===== src/hdl/tpm_pkg.sv =====
// constants and types of the two-channel pulse modulator
package tpm_pkg;
  // ********************
  // register offsets
  // ********************
  localparam logic [5:0] OFS_CTL = 6'h00;
  localparam logic [5:0] OFS_STATUS = 6'h04;
  localparam logic [5:0] OFS_DMA_CONFIGURATION = 6'h08;
  localparam logic [5:0] OFS_PERIOD1 = 6'h10;
  localparam logic [5:0] OFS_VALUE1 = 6'h14;
  localparam logic [5:0] OFS_FIFO = 6'h18;
  localparam logic [5:0] OFS_PERIOD2 = 6'h20;
  localparam logic [5:0] OFS_VALUE2 = 6'h24;
  // ********************
  // control fields, channel 2 at +8
  // ********************
  localparam int B_RUN = 0;
  localparam int B_SER = 1;
  localparam int B_RPT = 2;
  localparam int B_IDLE = 3;
  localparam int B_INV = 4;
  localparam int B_SRC = 5;
  localparam int B_FLUSH = 6;
  localparam int B_MS = 7;
  localparam int CH_STRIDE = 8;
  localparam logic [31:0] CTL_MASK = 32'h0000_bfbf;
  localparam logic [31:0] CTL_RST = 32'h0000_0000;
  // ********************
  // status and dma fields
  // ********************
  localparam int S_FULL = 0;
  localparam int S_EMPTY = 1;
  localparam int S_WERR = 2;
  localparam int S_RERR = 3;
  localparam int S_GAP = 4;
  localparam int S_STATE = 9;
  localparam int D_EN = 31;
  localparam int D_URGENT_REQUEST_THRESHOLD = 8;
  localparam int D_TRANSFER_REQUEST_THRESHOLD = 0;
  localparam logic [31:0] DMA_CONFIGURATION_MASK = 32'h8000_ffff;
  localparam logic [31:0] DMA_CONFIGURATION_RST = 32'h0000_0707;
  localparam logic [31:0] RNG_RST = 32'h0000_0020;
  localparam logic [31:0] DAT_RST = 32'h0000_0000;
  localparam int WORD_BITS = 32;
  localparam int DMA_CHANNEL = 5;
  localparam int CLK_MHZ = 100;
  typedef enum logic [0:0] {TPM_IDLE = 1'b0, TPM_RUN = 1'b1} tpm_state_t;
endpackage


===== src/hdl/tpm_core.sv =====
// two-channel pulse modulator and serialiser with shared queue
// Operation
// - two channels, each either modulator or serialiser
// - shared queue of at most eight 32-bit words feeds channels
// - even spread: accumulate value, emit one and subtract period when reached
// - mark/space clear: duty cycle is value over period
// - period register sets cycles per period in every mode
// - mark/space set: high for value cycles, low for rest of period
// - run continuously from data register, or from queue while not empty
// - run bits 0 and 8 start channel; registers writable while stopped
// - serial select bits 1 and 9; serial sends msb first
// - repeat bits 2 and 10 resend last queue word when queue empty
// - idle level bits 3 and 11 fill idle, gaps and tail
// - invert bits 4 and 12 invert the final output
// - source bits 5 and 13 pick queue or data register
// - writing one to bit 6 flushes queue; bit reads zero
// - mark/space bits 7 and 15 ignored in serial mode
// - all control fields zero after reset
// - both channels run on the one modulator clock
// - transfer request goes to dma channel 5
// - period registers reset to 32; shorter truncates, longer pads
// - queue words handed to sharing channels in turn
// - overflow and underflow flags, cleared by writing one
// - dma thresholds for request and urgent signal, default 7
`timescale 1ns/1ns
module tpm_core #(
  parameter int FIFO_DEPTH = 8
) (
  input wire logic sys_clk,
  input wire logic rst,
  input wire logic reg_wr,
  input wire logic reg_rd,
  input wire logic [5:0] reg_addr,
  input wire logic [31:0] reg_wdata,
  output logic [31:0] reg_rdata,
  output logic [1:0] pwm_out,
  output logic dma_req,
  output logic dma_urgent_request_threshold
);
  localparam int PW = $clog2(FIFO_DEPTH);
  localparam logic [PW:0] FULL_CNT = (PW + 1)'(FIFO_DEPTH);

  if (FIFO_DEPTH < 2 || FIFO_DEPTH > 8 || (1 << PW) != FIFO_DEPTH) begin : g_chk
    $error("fifo depth must be a power of two from 2 to 8");
  end

  // ********************
  // state
  // ********************
  logic [31:0] ctl_q, ctl_d, dma_configuration_q, dma_configuration_d, rdata_q, rdata_d;
  logic [31:0] rng_q [2];
  logic [31:0] rng_d [2];
  logic [31:0] dat_q [2];
  logic [31:0] dat_d [2];
  logic [31:0] mem_q [FIFO_DEPTH];
  logic [31:0] mem_d [FIFO_DEPTH];
  logic [PW-1:0] wp_q, wp_d, rp_q, rp_d;
  logic [PW:0] cnt_q, cnt_d;
  logic werr_q, werr_d, rerr_q, rerr_d, turn_q, turn_d;
  logic [1:0] gap_q, gap_d, out_q, out_d;
  tpm_pkg::tpm_state_t st_q [2];
  tpm_pkg::tpm_state_t st_d [2];
  logic [31:0] pos_q [2];
  logic [31:0] pos_d [2];
  logic [31:0] word_q [2];
  logic [31:0] word_d [2];
  logic [31:0] acc_q [2];
  logic [31:0] acc_d [2];
  logic req_q, req_d, pan_q, pan_d;
  logic [1:0] en, ser, rpt, idl, inv, src, ms;

  function automatic logic cbit(input logic [31:0] c, input int ch, input int pos);
    cbit = c[ch * tpm_pkg::CH_STRIDE + pos];
  endfunction

  // ********************
  // next state
  // ********************
  always_comb begin
    logic push, flush, popped, ok, b, status_wr, bnd;
    logic [32:0] sum;
    push = 1'b0;
    flush = 1'b0;
    popped = 1'b0;
    ok = 1'b0;
    b = 1'b0;
    bnd = 1'b0;
    sum = 33'h0;
    status_wr = reg_wr && reg_addr == tpm_pkg::OFS_STATUS;
    ctl_d = ctl_q;
    dma_configuration_d = dma_configuration_q;
    rng_d = rng_q;
    dat_d = dat_q;
    mem_d = mem_q;
    wp_d = wp_q;
    rp_d = rp_q;
    turn_d = turn_q;
    st_d = st_q;
    pos_d = pos_q;
    word_d = word_q;
    acc_d = acc_q;
    gap_d = gap_q;
    rerr_d = rerr_q & ~(status_wr & reg_wdata[tpm_pkg::S_RERR]);
    werr_d = werr_q & ~(status_wr & reg_wdata[tpm_pkg::S_WERR]);
    for (int i = 0; i < 2; i++) begin
      en[i] = cbit(ctl_q, i, tpm_pkg::B_RUN);
      ser[i] = cbit(ctl_q, i, tpm_pkg::B_SER);
      rpt[i] = cbit(ctl_q, i, tpm_pkg::B_RPT);
      idl[i] = cbit(ctl_q, i, tpm_pkg::B_IDLE);
      inv[i] = cbit(ctl_q, i, tpm_pkg::B_INV);
      src[i] = cbit(ctl_q, i, tpm_pkg::B_SRC);
      ms[i] = cbit(ctl_q, i, tpm_pkg::B_MS);
      if (status_wr && reg_wdata[tpm_pkg::S_GAP + i]) begin
        gap_d[i] = 1'b0;
      end
    end
    // register writes, legal while stopped
    if (reg_wr) begin
      case (reg_addr)
        tpm_pkg::OFS_CTL: begin
          ctl_d = reg_wdata & tpm_pkg::CTL_MASK;
          flush = reg_wdata[tpm_pkg::B_FLUSH];
        end
        tpm_pkg::OFS_DMA_CONFIGURATION: dma_configuration_d = reg_wdata & tpm_pkg::DMA_CONFIGURATION_MASK;
        tpm_pkg::OFS_PERIOD1: rng_d[0] = reg_wdata;
        tpm_pkg::OFS_VALUE1: dat_d[0] = reg_wdata;
        tpm_pkg::OFS_PERIOD2: rng_d[1] = reg_wdata;
        tpm_pkg::OFS_VALUE2: dat_d[1] = reg_wdata;
        tpm_pkg::OFS_FIFO: push = 1'b1;
        default: ;
      endcase
    end
    // channels
    for (int i = 0; i < 2; i++) begin
      b = idl[i];
      if (!en[i]) begin
        st_d[i] = tpm_pkg::TPM_IDLE;
        pos_d[i] = 32'h0;
        acc_d[i] = 32'h0;
      end else begin
        if (st_q[i] == tpm_pkg::TPM_RUN) begin
          pos_d[i] = pos_q[i] + 32'h1;
          if (ser[i]) begin
            if (pos_q[i] < tpm_pkg::WORD_BITS) begin
              b = word_q[i][5'd31 - pos_q[i][4:0]];
            end else begin
              b = idl[i];
            end
          end else if (ms[i]) begin
            b = pos_q[i] < word_q[i];
          end else begin
            sum = {1'b0, acc_q[i]} + {1'b0, word_q[i]};
            if (sum >= {1'b0, rng_q[i]}) begin
              b = 1'b1;
              sum = sum - {1'b0, rng_q[i]};
            end else begin
              b = 1'b0;
            end
            acc_d[i] = sum[31:0];
          end
          bnd = {1'b0, pos_q[i]} + 33'h1 >= {1'b0, rng_q[i]};
        end else begin
          bnd = 1'b1;
        end
        if (bnd) begin
          pos_d[i] = 32'h0;
          ok = 1'b0;
          if (!src[i]) begin
            word_d[i] = dat_q[i];
            ok = 1'b1;
          end else if (!popped && cnt_q != '0 && (src != 2'b11 || turn_q == i[0])) begin
            word_d[i] = mem_q[rp_q];
            rp_d = rp_q + 1'b1;
            popped = 1'b1;
            turn_d = ~turn_q;
            ok = 1'b1;
          end else if (rpt[i] && st_q[i] == tpm_pkg::TPM_RUN) begin
            ok = 1'b1;
          end else if (st_q[i] == tpm_pkg::TPM_RUN) begin
            gap_d[i] = 1'b1;
            rerr_d = 1'b1;
          end
          st_d[i] = ok ? tpm_pkg::TPM_RUN : tpm_pkg::TPM_IDLE;
        end
      end
      out_d[i] = b ^ inv[i];
    end
    // queue pointers and count
    if (push && cnt_q == FULL_CNT) begin
      werr_d = 1'b1;
      push = 1'b0;
    end
    if (push) begin
      mem_d[wp_q] = reg_wdata;
      wp_d = wp_q + 1'b1;
    end
    cnt_d = cnt_q + (PW + 1)'(push) - (PW + 1)'(popped);
    if (flush) begin
      wp_d = '0;
      rp_d = '0;
      cnt_d = '0;
      turn_d = 1'b0;
    end
    req_d = dma_configuration_q[tpm_pkg::D_EN] && {4'h0, cnt_q} < dma_configuration_q[tpm_pkg::D_TRANSFER_REQUEST_THRESHOLD +: 8];
    pan_d = dma_configuration_q[tpm_pkg::D_EN] && {4'h0, cnt_q} < dma_configuration_q[tpm_pkg::D_URGENT_REQUEST_THRESHOLD +: 8];
    rdata_d = rdata_q;
    if (reg_rd) begin
      case (reg_addr)
        tpm_pkg::OFS_CTL: rdata_d = ctl_q;
        tpm_pkg::OFS_STATUS: begin
          rdata_d = 32'h0;
          rdata_d[tpm_pkg::S_FULL] = cnt_q == FULL_CNT;
          rdata_d[tpm_pkg::S_EMPTY] = cnt_q == '0;
          rdata_d[tpm_pkg::S_WERR] = werr_q;
          rdata_d[tpm_pkg::S_RERR] = rerr_q;
          rdata_d[tpm_pkg::S_GAP +: 2] = gap_q;
          rdata_d[tpm_pkg::S_STATE] = st_q[0] == tpm_pkg::TPM_RUN;
          rdata_d[tpm_pkg::S_STATE + 1] = st_q[1] == tpm_pkg::TPM_RUN;
        end
        tpm_pkg::OFS_DMA_CONFIGURATION: rdata_d = dma_configuration_q;
        tpm_pkg::OFS_PERIOD1: rdata_d = rng_q[0];
        tpm_pkg::OFS_VALUE1: rdata_d = dat_q[0];
        tpm_pkg::OFS_PERIOD2: rdata_d = rng_q[1];
        tpm_pkg::OFS_VALUE2: rdata_d = dat_q[1];
        default: rdata_d = 32'h0;
      endcase
    end
  end

  // ********************
  // registers
  // ********************
  always_ff @(posedge sys_clk) begin
    mem_q <= mem_d;
    if (rst) begin
      ctl_q <= tpm_pkg::CTL_RST;
      dma_configuration_q <= tpm_pkg::DMA_CONFIGURATION_RST;
      rng_q <= '{tpm_pkg::RNG_RST, tpm_pkg::RNG_RST};
      dat_q <= '{tpm_pkg::DAT_RST, tpm_pkg::DAT_RST};
      wp_q <= '0;
      rp_q <= '0;
      cnt_q <= '0;
      werr_q <= 1'b0;
      rerr_q <= 1'b0;
      turn_q <= 1'b0;
      gap_q <= 2'h0;
      out_q <= 2'h0;
      st_q <= '{tpm_pkg::TPM_IDLE, tpm_pkg::TPM_IDLE};
      pos_q <= '{32'h0, 32'h0};
      word_q <= '{32'h0, 32'h0};
      acc_q <= '{32'h0, 32'h0};
      req_q <= 1'b0;
      pan_q <= 1'b0;
      rdata_q <= 32'h0;
    end else begin
      ctl_q <= ctl_d;
      dma_configuration_q <= dma_configuration_d;
      rng_q <= rng_d;
      dat_q <= dat_d;
      wp_q <= wp_d;
      rp_q <= rp_d;
      cnt_q <= cnt_d;
      werr_q <= werr_d;
      rerr_q <= rerr_d;
      turn_q <= turn_d;
      gap_q <= gap_d;
      out_q <= out_d;
      st_q <= st_d;
      pos_q <= pos_d;
      word_q <= word_d;
      acc_q <= acc_d;
      req_q <= req_d;
      pan_q <= pan_d;
      rdata_q <= rdata_d;
    end
  end

  assign reg_rdata = rdata_q;
  assign pwm_out = out_q;
  assign dma_req = req_q;
  assign dma_urgent_request_threshold = pan_q;
endmodule


===== config.mk =====
export PLATFORM = sky130hd
export DESIGN_NAME = tpm_core
export DESIGN_NICKNAME = d
export VERILOG_FILES = /design/src/hdl/tpm_pkg.sv /design/src/hdl/tpm_core.sv
export SDC_FILE = /design/constraint.sdc
export NUM_CORES = 2
export LEC_CHECK = 0
export ABC_AREA = 1
export BUFFER_PORTS_ARGS = -buffer_cell sky130_fd_sc_hd__buf_2
export CAP_MARGIN = 20
export CORE_MARGIN = 2
export CORE_UTILIZATION = 45
export CTS_CLUSTER_SIZE = 16
export DETAILED_ROUTE_END_ITERATION = 10
export HOLD_SLACK_MARGIN = 0.08
export SYNTH_ARGS = -nofsm -noshare
export SYNTH_HDL_FRONTEND = slang
export SYNTH_SLANG_ARGS = --single-unit

===== constraint.sdc =====
create_clock -name sys_clk -period 8.8 [get_ports sys_clk]
set_input_delay 1.32 -clock sys_clk [delete_from_list [all_inputs] [get_ports sys_clk]]
set_output_delay 1.32 -clock sys_clk [all_outputs]
set_load 0.01 [all_outputs]

==> impl_metrics.csv <==
group,metric,value,unit
timing,period_needed,6.045,ns
clock_network,path_clk_slew,0.06,ns
timing,timing.final.max_slew_violations,0,
cells_and_area,syn_to_final_growth,10.19,%
synthesis,synth_cell_types,57,
clock_network,cts_tree,"done",
floorplanning,ios,78,
grt,grt_pass1_wl,213.3,mm
grt,track_usage,31.73,%
clock_network,ctsResizeCount,0,
job,drv_cap,0,
placement,dp.cells,6144,
clock_network,clock-root-buffer,"clkbuf_16",
synthesis,synth.avg_cell_area,7.683,um^2
clock_network,post_cts_buffers,0,
setup_path,worst-path-max-fanout,30,
setup_path,critPathArrivalTime,6.56,ns
timing,rsz0062_at_grt,"no",
worst_hold_path,min_path_type,"flop to flop",
floorplanning,die_x,298.6,um
clock_network,clock-sinks,660,
synthesis,ys_ff_latch,660,
cells_and_area,fin_cells,6288,
drt,via_per_inst,5.726,
clock_network,cts_max_path_buffers,3,
synthesis,yosysWarnings,0,
grt,grt_overflow,0,
setup_path,critPathSlowestCell,"dfxtp_1",
floorplanning,dieArea,89140,um^2
floorplanning,std_cell_rows,108,
timing,period_share,68.70,%
setup_path,path_class,"flop to flop",
timing,slew_headroom,20.95,%
synthesis,synth_flop_cell,"dfxtp_1",
grt,grt_pass1_vias,32870,
synthesis,synth_edf_count,256,
timing,setup_violations,0,
synthesis,syn_area,39040,um^2
drt,drcViolationCount,0,
power,p_per_area,158.7,nW/um^2
timing,fin_skew,0.02718,ns
drt,drtPass1Iterations,8,
drt,route.antenna.remaining_nets,0,
synthesis,synthCells,5082,
cells_and_area,nNetsFinal,5386,
placement,place_congestion,1.003,
floorplanning,coreArea,86350,um^2
outcome,status,"finished, final reports clean",
setup_path,critPathRequiredTime,9.32,ns
setup_path,end_kind,"flop",
timing,hold_viol_final,0,
synthesis,async_reset_ff_share,0,%
setup_path,cpPeakStageDelay,0.98,ns
synthesis,syn-num-nets,5399,
power,p_leak,18.20,nW
timing,tightest_slew,1.184,ns
floorplanning,die_height,298.6,um
clock_network,ctsHoldBuffers,0,
timing,finalSetupTns,0,ns
clock_network,insertion_delay,0.66,ns
setup_path,start_kind,"flop",
placement,dp_hpwl,107.4,mm
drt,wl,145.3,mm
floorplanning,start_util,45.22,%
synthesis,ys_seq_area_share,40.40,%
drt,vias,36007,
drt,drt-initial-drc-count,3579,
grt,antenna_found_initial,5,
clock_network,cts_buffers,76,
placement,io_buffers,77,
power,ir_worst_vdd,143.1,uV
setup_path,critPathMostFrequentCell,"nand2_1",
grt,grt_start_max_net_pins,81,
timing,fmax,0.1654,GHz
cells_and_area,drive_gt1_share,6.121,%
clock_network,htreeDepth,3,
drt,wire_per_inst,23.11,um
## layout make-up
type	instances	area [um^2]
inverters	507	1907
clock inverters	32	369.1
well taps	1155	1445
repair buffers	124	778.2
diodes	3	7.507
flip-flops and latches	660	15780
clock buffers	107	2211
multi-input cells	3700	20520
fillers	8501	43330
## metrics by stage
step / setup slack [ns] / hold WS, ns / util, % / area (um^2) / total power, mW
2_1_floorplan: 3.895 / 0.4404 / - / 39040 / 3.466
3_3_place_gp: 3.004 / 0.4545 / 46.76 / 40380 / 3.604
3_5_place_dp: 2.914 / 0.4534 / 46.76 / 40380 / 3.604
4_1_cts: 2.867 / 0.4625 / 49.75 / 42960 / 6.858
5_1_grt: 2.314 / 0.4816 / 49.82 / 43020 / 7.020
6_report: 2.755 / 0.4611 / 49.82 / 43020 / 6.828
## synthesized netlist by cell type, drive strengths merged, types with 2 or more instances
cell type,n,area (um^2)
nand2,904,3416
edfxtp,256,7687
nor3,56,291.5
dfxtp,404,8088
nand3b,11,82.58
a2111oi,2,17.52
a221oi,8,70.07
o211ai,26,195.2
or2,13,81.33
o21bai,19,142.6
xnor2,41,359.1
nor4,36,225.2
a21o,30,225.2
a31oi,14,87.58
a22oi,12,90.09
clkinv,4,15.01
ha,270,3378
inv,503,1888
nand3,191,975.9
a31o,3,26.28
o2111ai,8,70.07
xor2,102,893.4
nor2,655,2486
o21a,8,60.06
a211oi,57,462.9
o21ai,533,2671
fa,5,100.1
mux2i,32,320.3
a21oi,510,2567
buf,50,284.0
o31ai,3,22.52
nand4,58,375.4
clkbuf,165,619.3
a21boi,6,45.04
o221ai,37,324.1
o22ai,14,87.58
o32ai,32,280.3
## logic make-up after synthesis
group / Yosys count / synth area share (%)
and+or+nand+nor: 1926 / 20.36
DFF: 660 / 40.40
xor gates and xnor gates: 143 / 3.208
muxes: 32 / 0.8204
AOI/OAI and AO/OA: 1324 / 19.12
adders and majority gates: 275 / 8.909
buffers and inverters: 722 / 7.188
## final timing paths
path	slack, ns	startpoint	endpoint	depth (start not counted)
worst max-delay path	2.75	pos_q[32]$_SDFFE_PP0P_	cnt_q[2]$_SDFF_PP0_	29
worst min-delay path	0.46	reg_rdata[16]$_SDFFE_PP0P_	reg_rdata[16]$_SDFFE_PP0P_	2
worst max register to register	2.75	pos_q[32]$_SDFFE_PP0P_	cnt_q[2]$_SDFF_PP0_	29
worst min register to register	0.46	reg_rdata[16]$_SDFFE_PP0P_	reg_rdata[16]$_SDFFE_PP0P_	2
## sequential cells by signal (all words and copies together), names as in the netlist
register / flops
acc_q: 64
cnt_q: 4
ctl_q: 14
dat_q: 64
dma_configuration_q: 17
dma_req: 1
dma_urgent_request_threshold: 1
gap_q: 2
mem_q: 256
pos_q: 64
pwm_out: 2
reg_rdata: 32
rerr_q: 1
rng_q: 64
rp_q: 3
st_q: 2
turn_q: 1
werr_q: 1
word_q: 64
wp_q: 3
## worst max-delay path: cells and delay by family (launching register included)
family	cells	cell delay, ns
XOR/XNOR	2	0.35
adder cells (fa/ha/maj)	4	1.12
buffers and inverters	3	0.20
flip-flops	1	0.98
AND/OR/NAND/NOR	20	3.23
## layout by cell type (no fill, tap or decap), types with 50 or more instances in the layout
cell type | netlist | routed
nand2_1 | 897 | 897
nor2_1 | 648 | 645
o21ai_0 | 522 | 522
a21oi_1 | 506 | 506
inv_1 | 496 | 493
dfxtp_1 | 404 | 401
ha_1 | 270 | 270
edfxtp_1 | 256 | 256
nand3_1 | 187 | 187
xor2_1 | 102 | 102
clkbuf_16 | 0 | 78
buf_2 | 26 | 77
nand4_1 | 56 | 56
a211oi_1 | 50 | 50
## layer usage
layer  track usage, %  part of all wire (%)  up-vias
li1                 -                     -    17375
met1            41.84                    42    16905
met2            50.17                    44     1386
met3            4.391                   6.9      339
met4            17.85                   6.5        2
met5                0                0.0076        -
## power breakdown
group | switching (mW) | internal [mW] | total [mW]
Sequential | 0.00901 | 3.18 | 3.19
Clock | 1.37 | 1.91 | 3.28
Combinational | 0.272 | 0.0887 | 0.361
(Power assumes the default switching activity.)
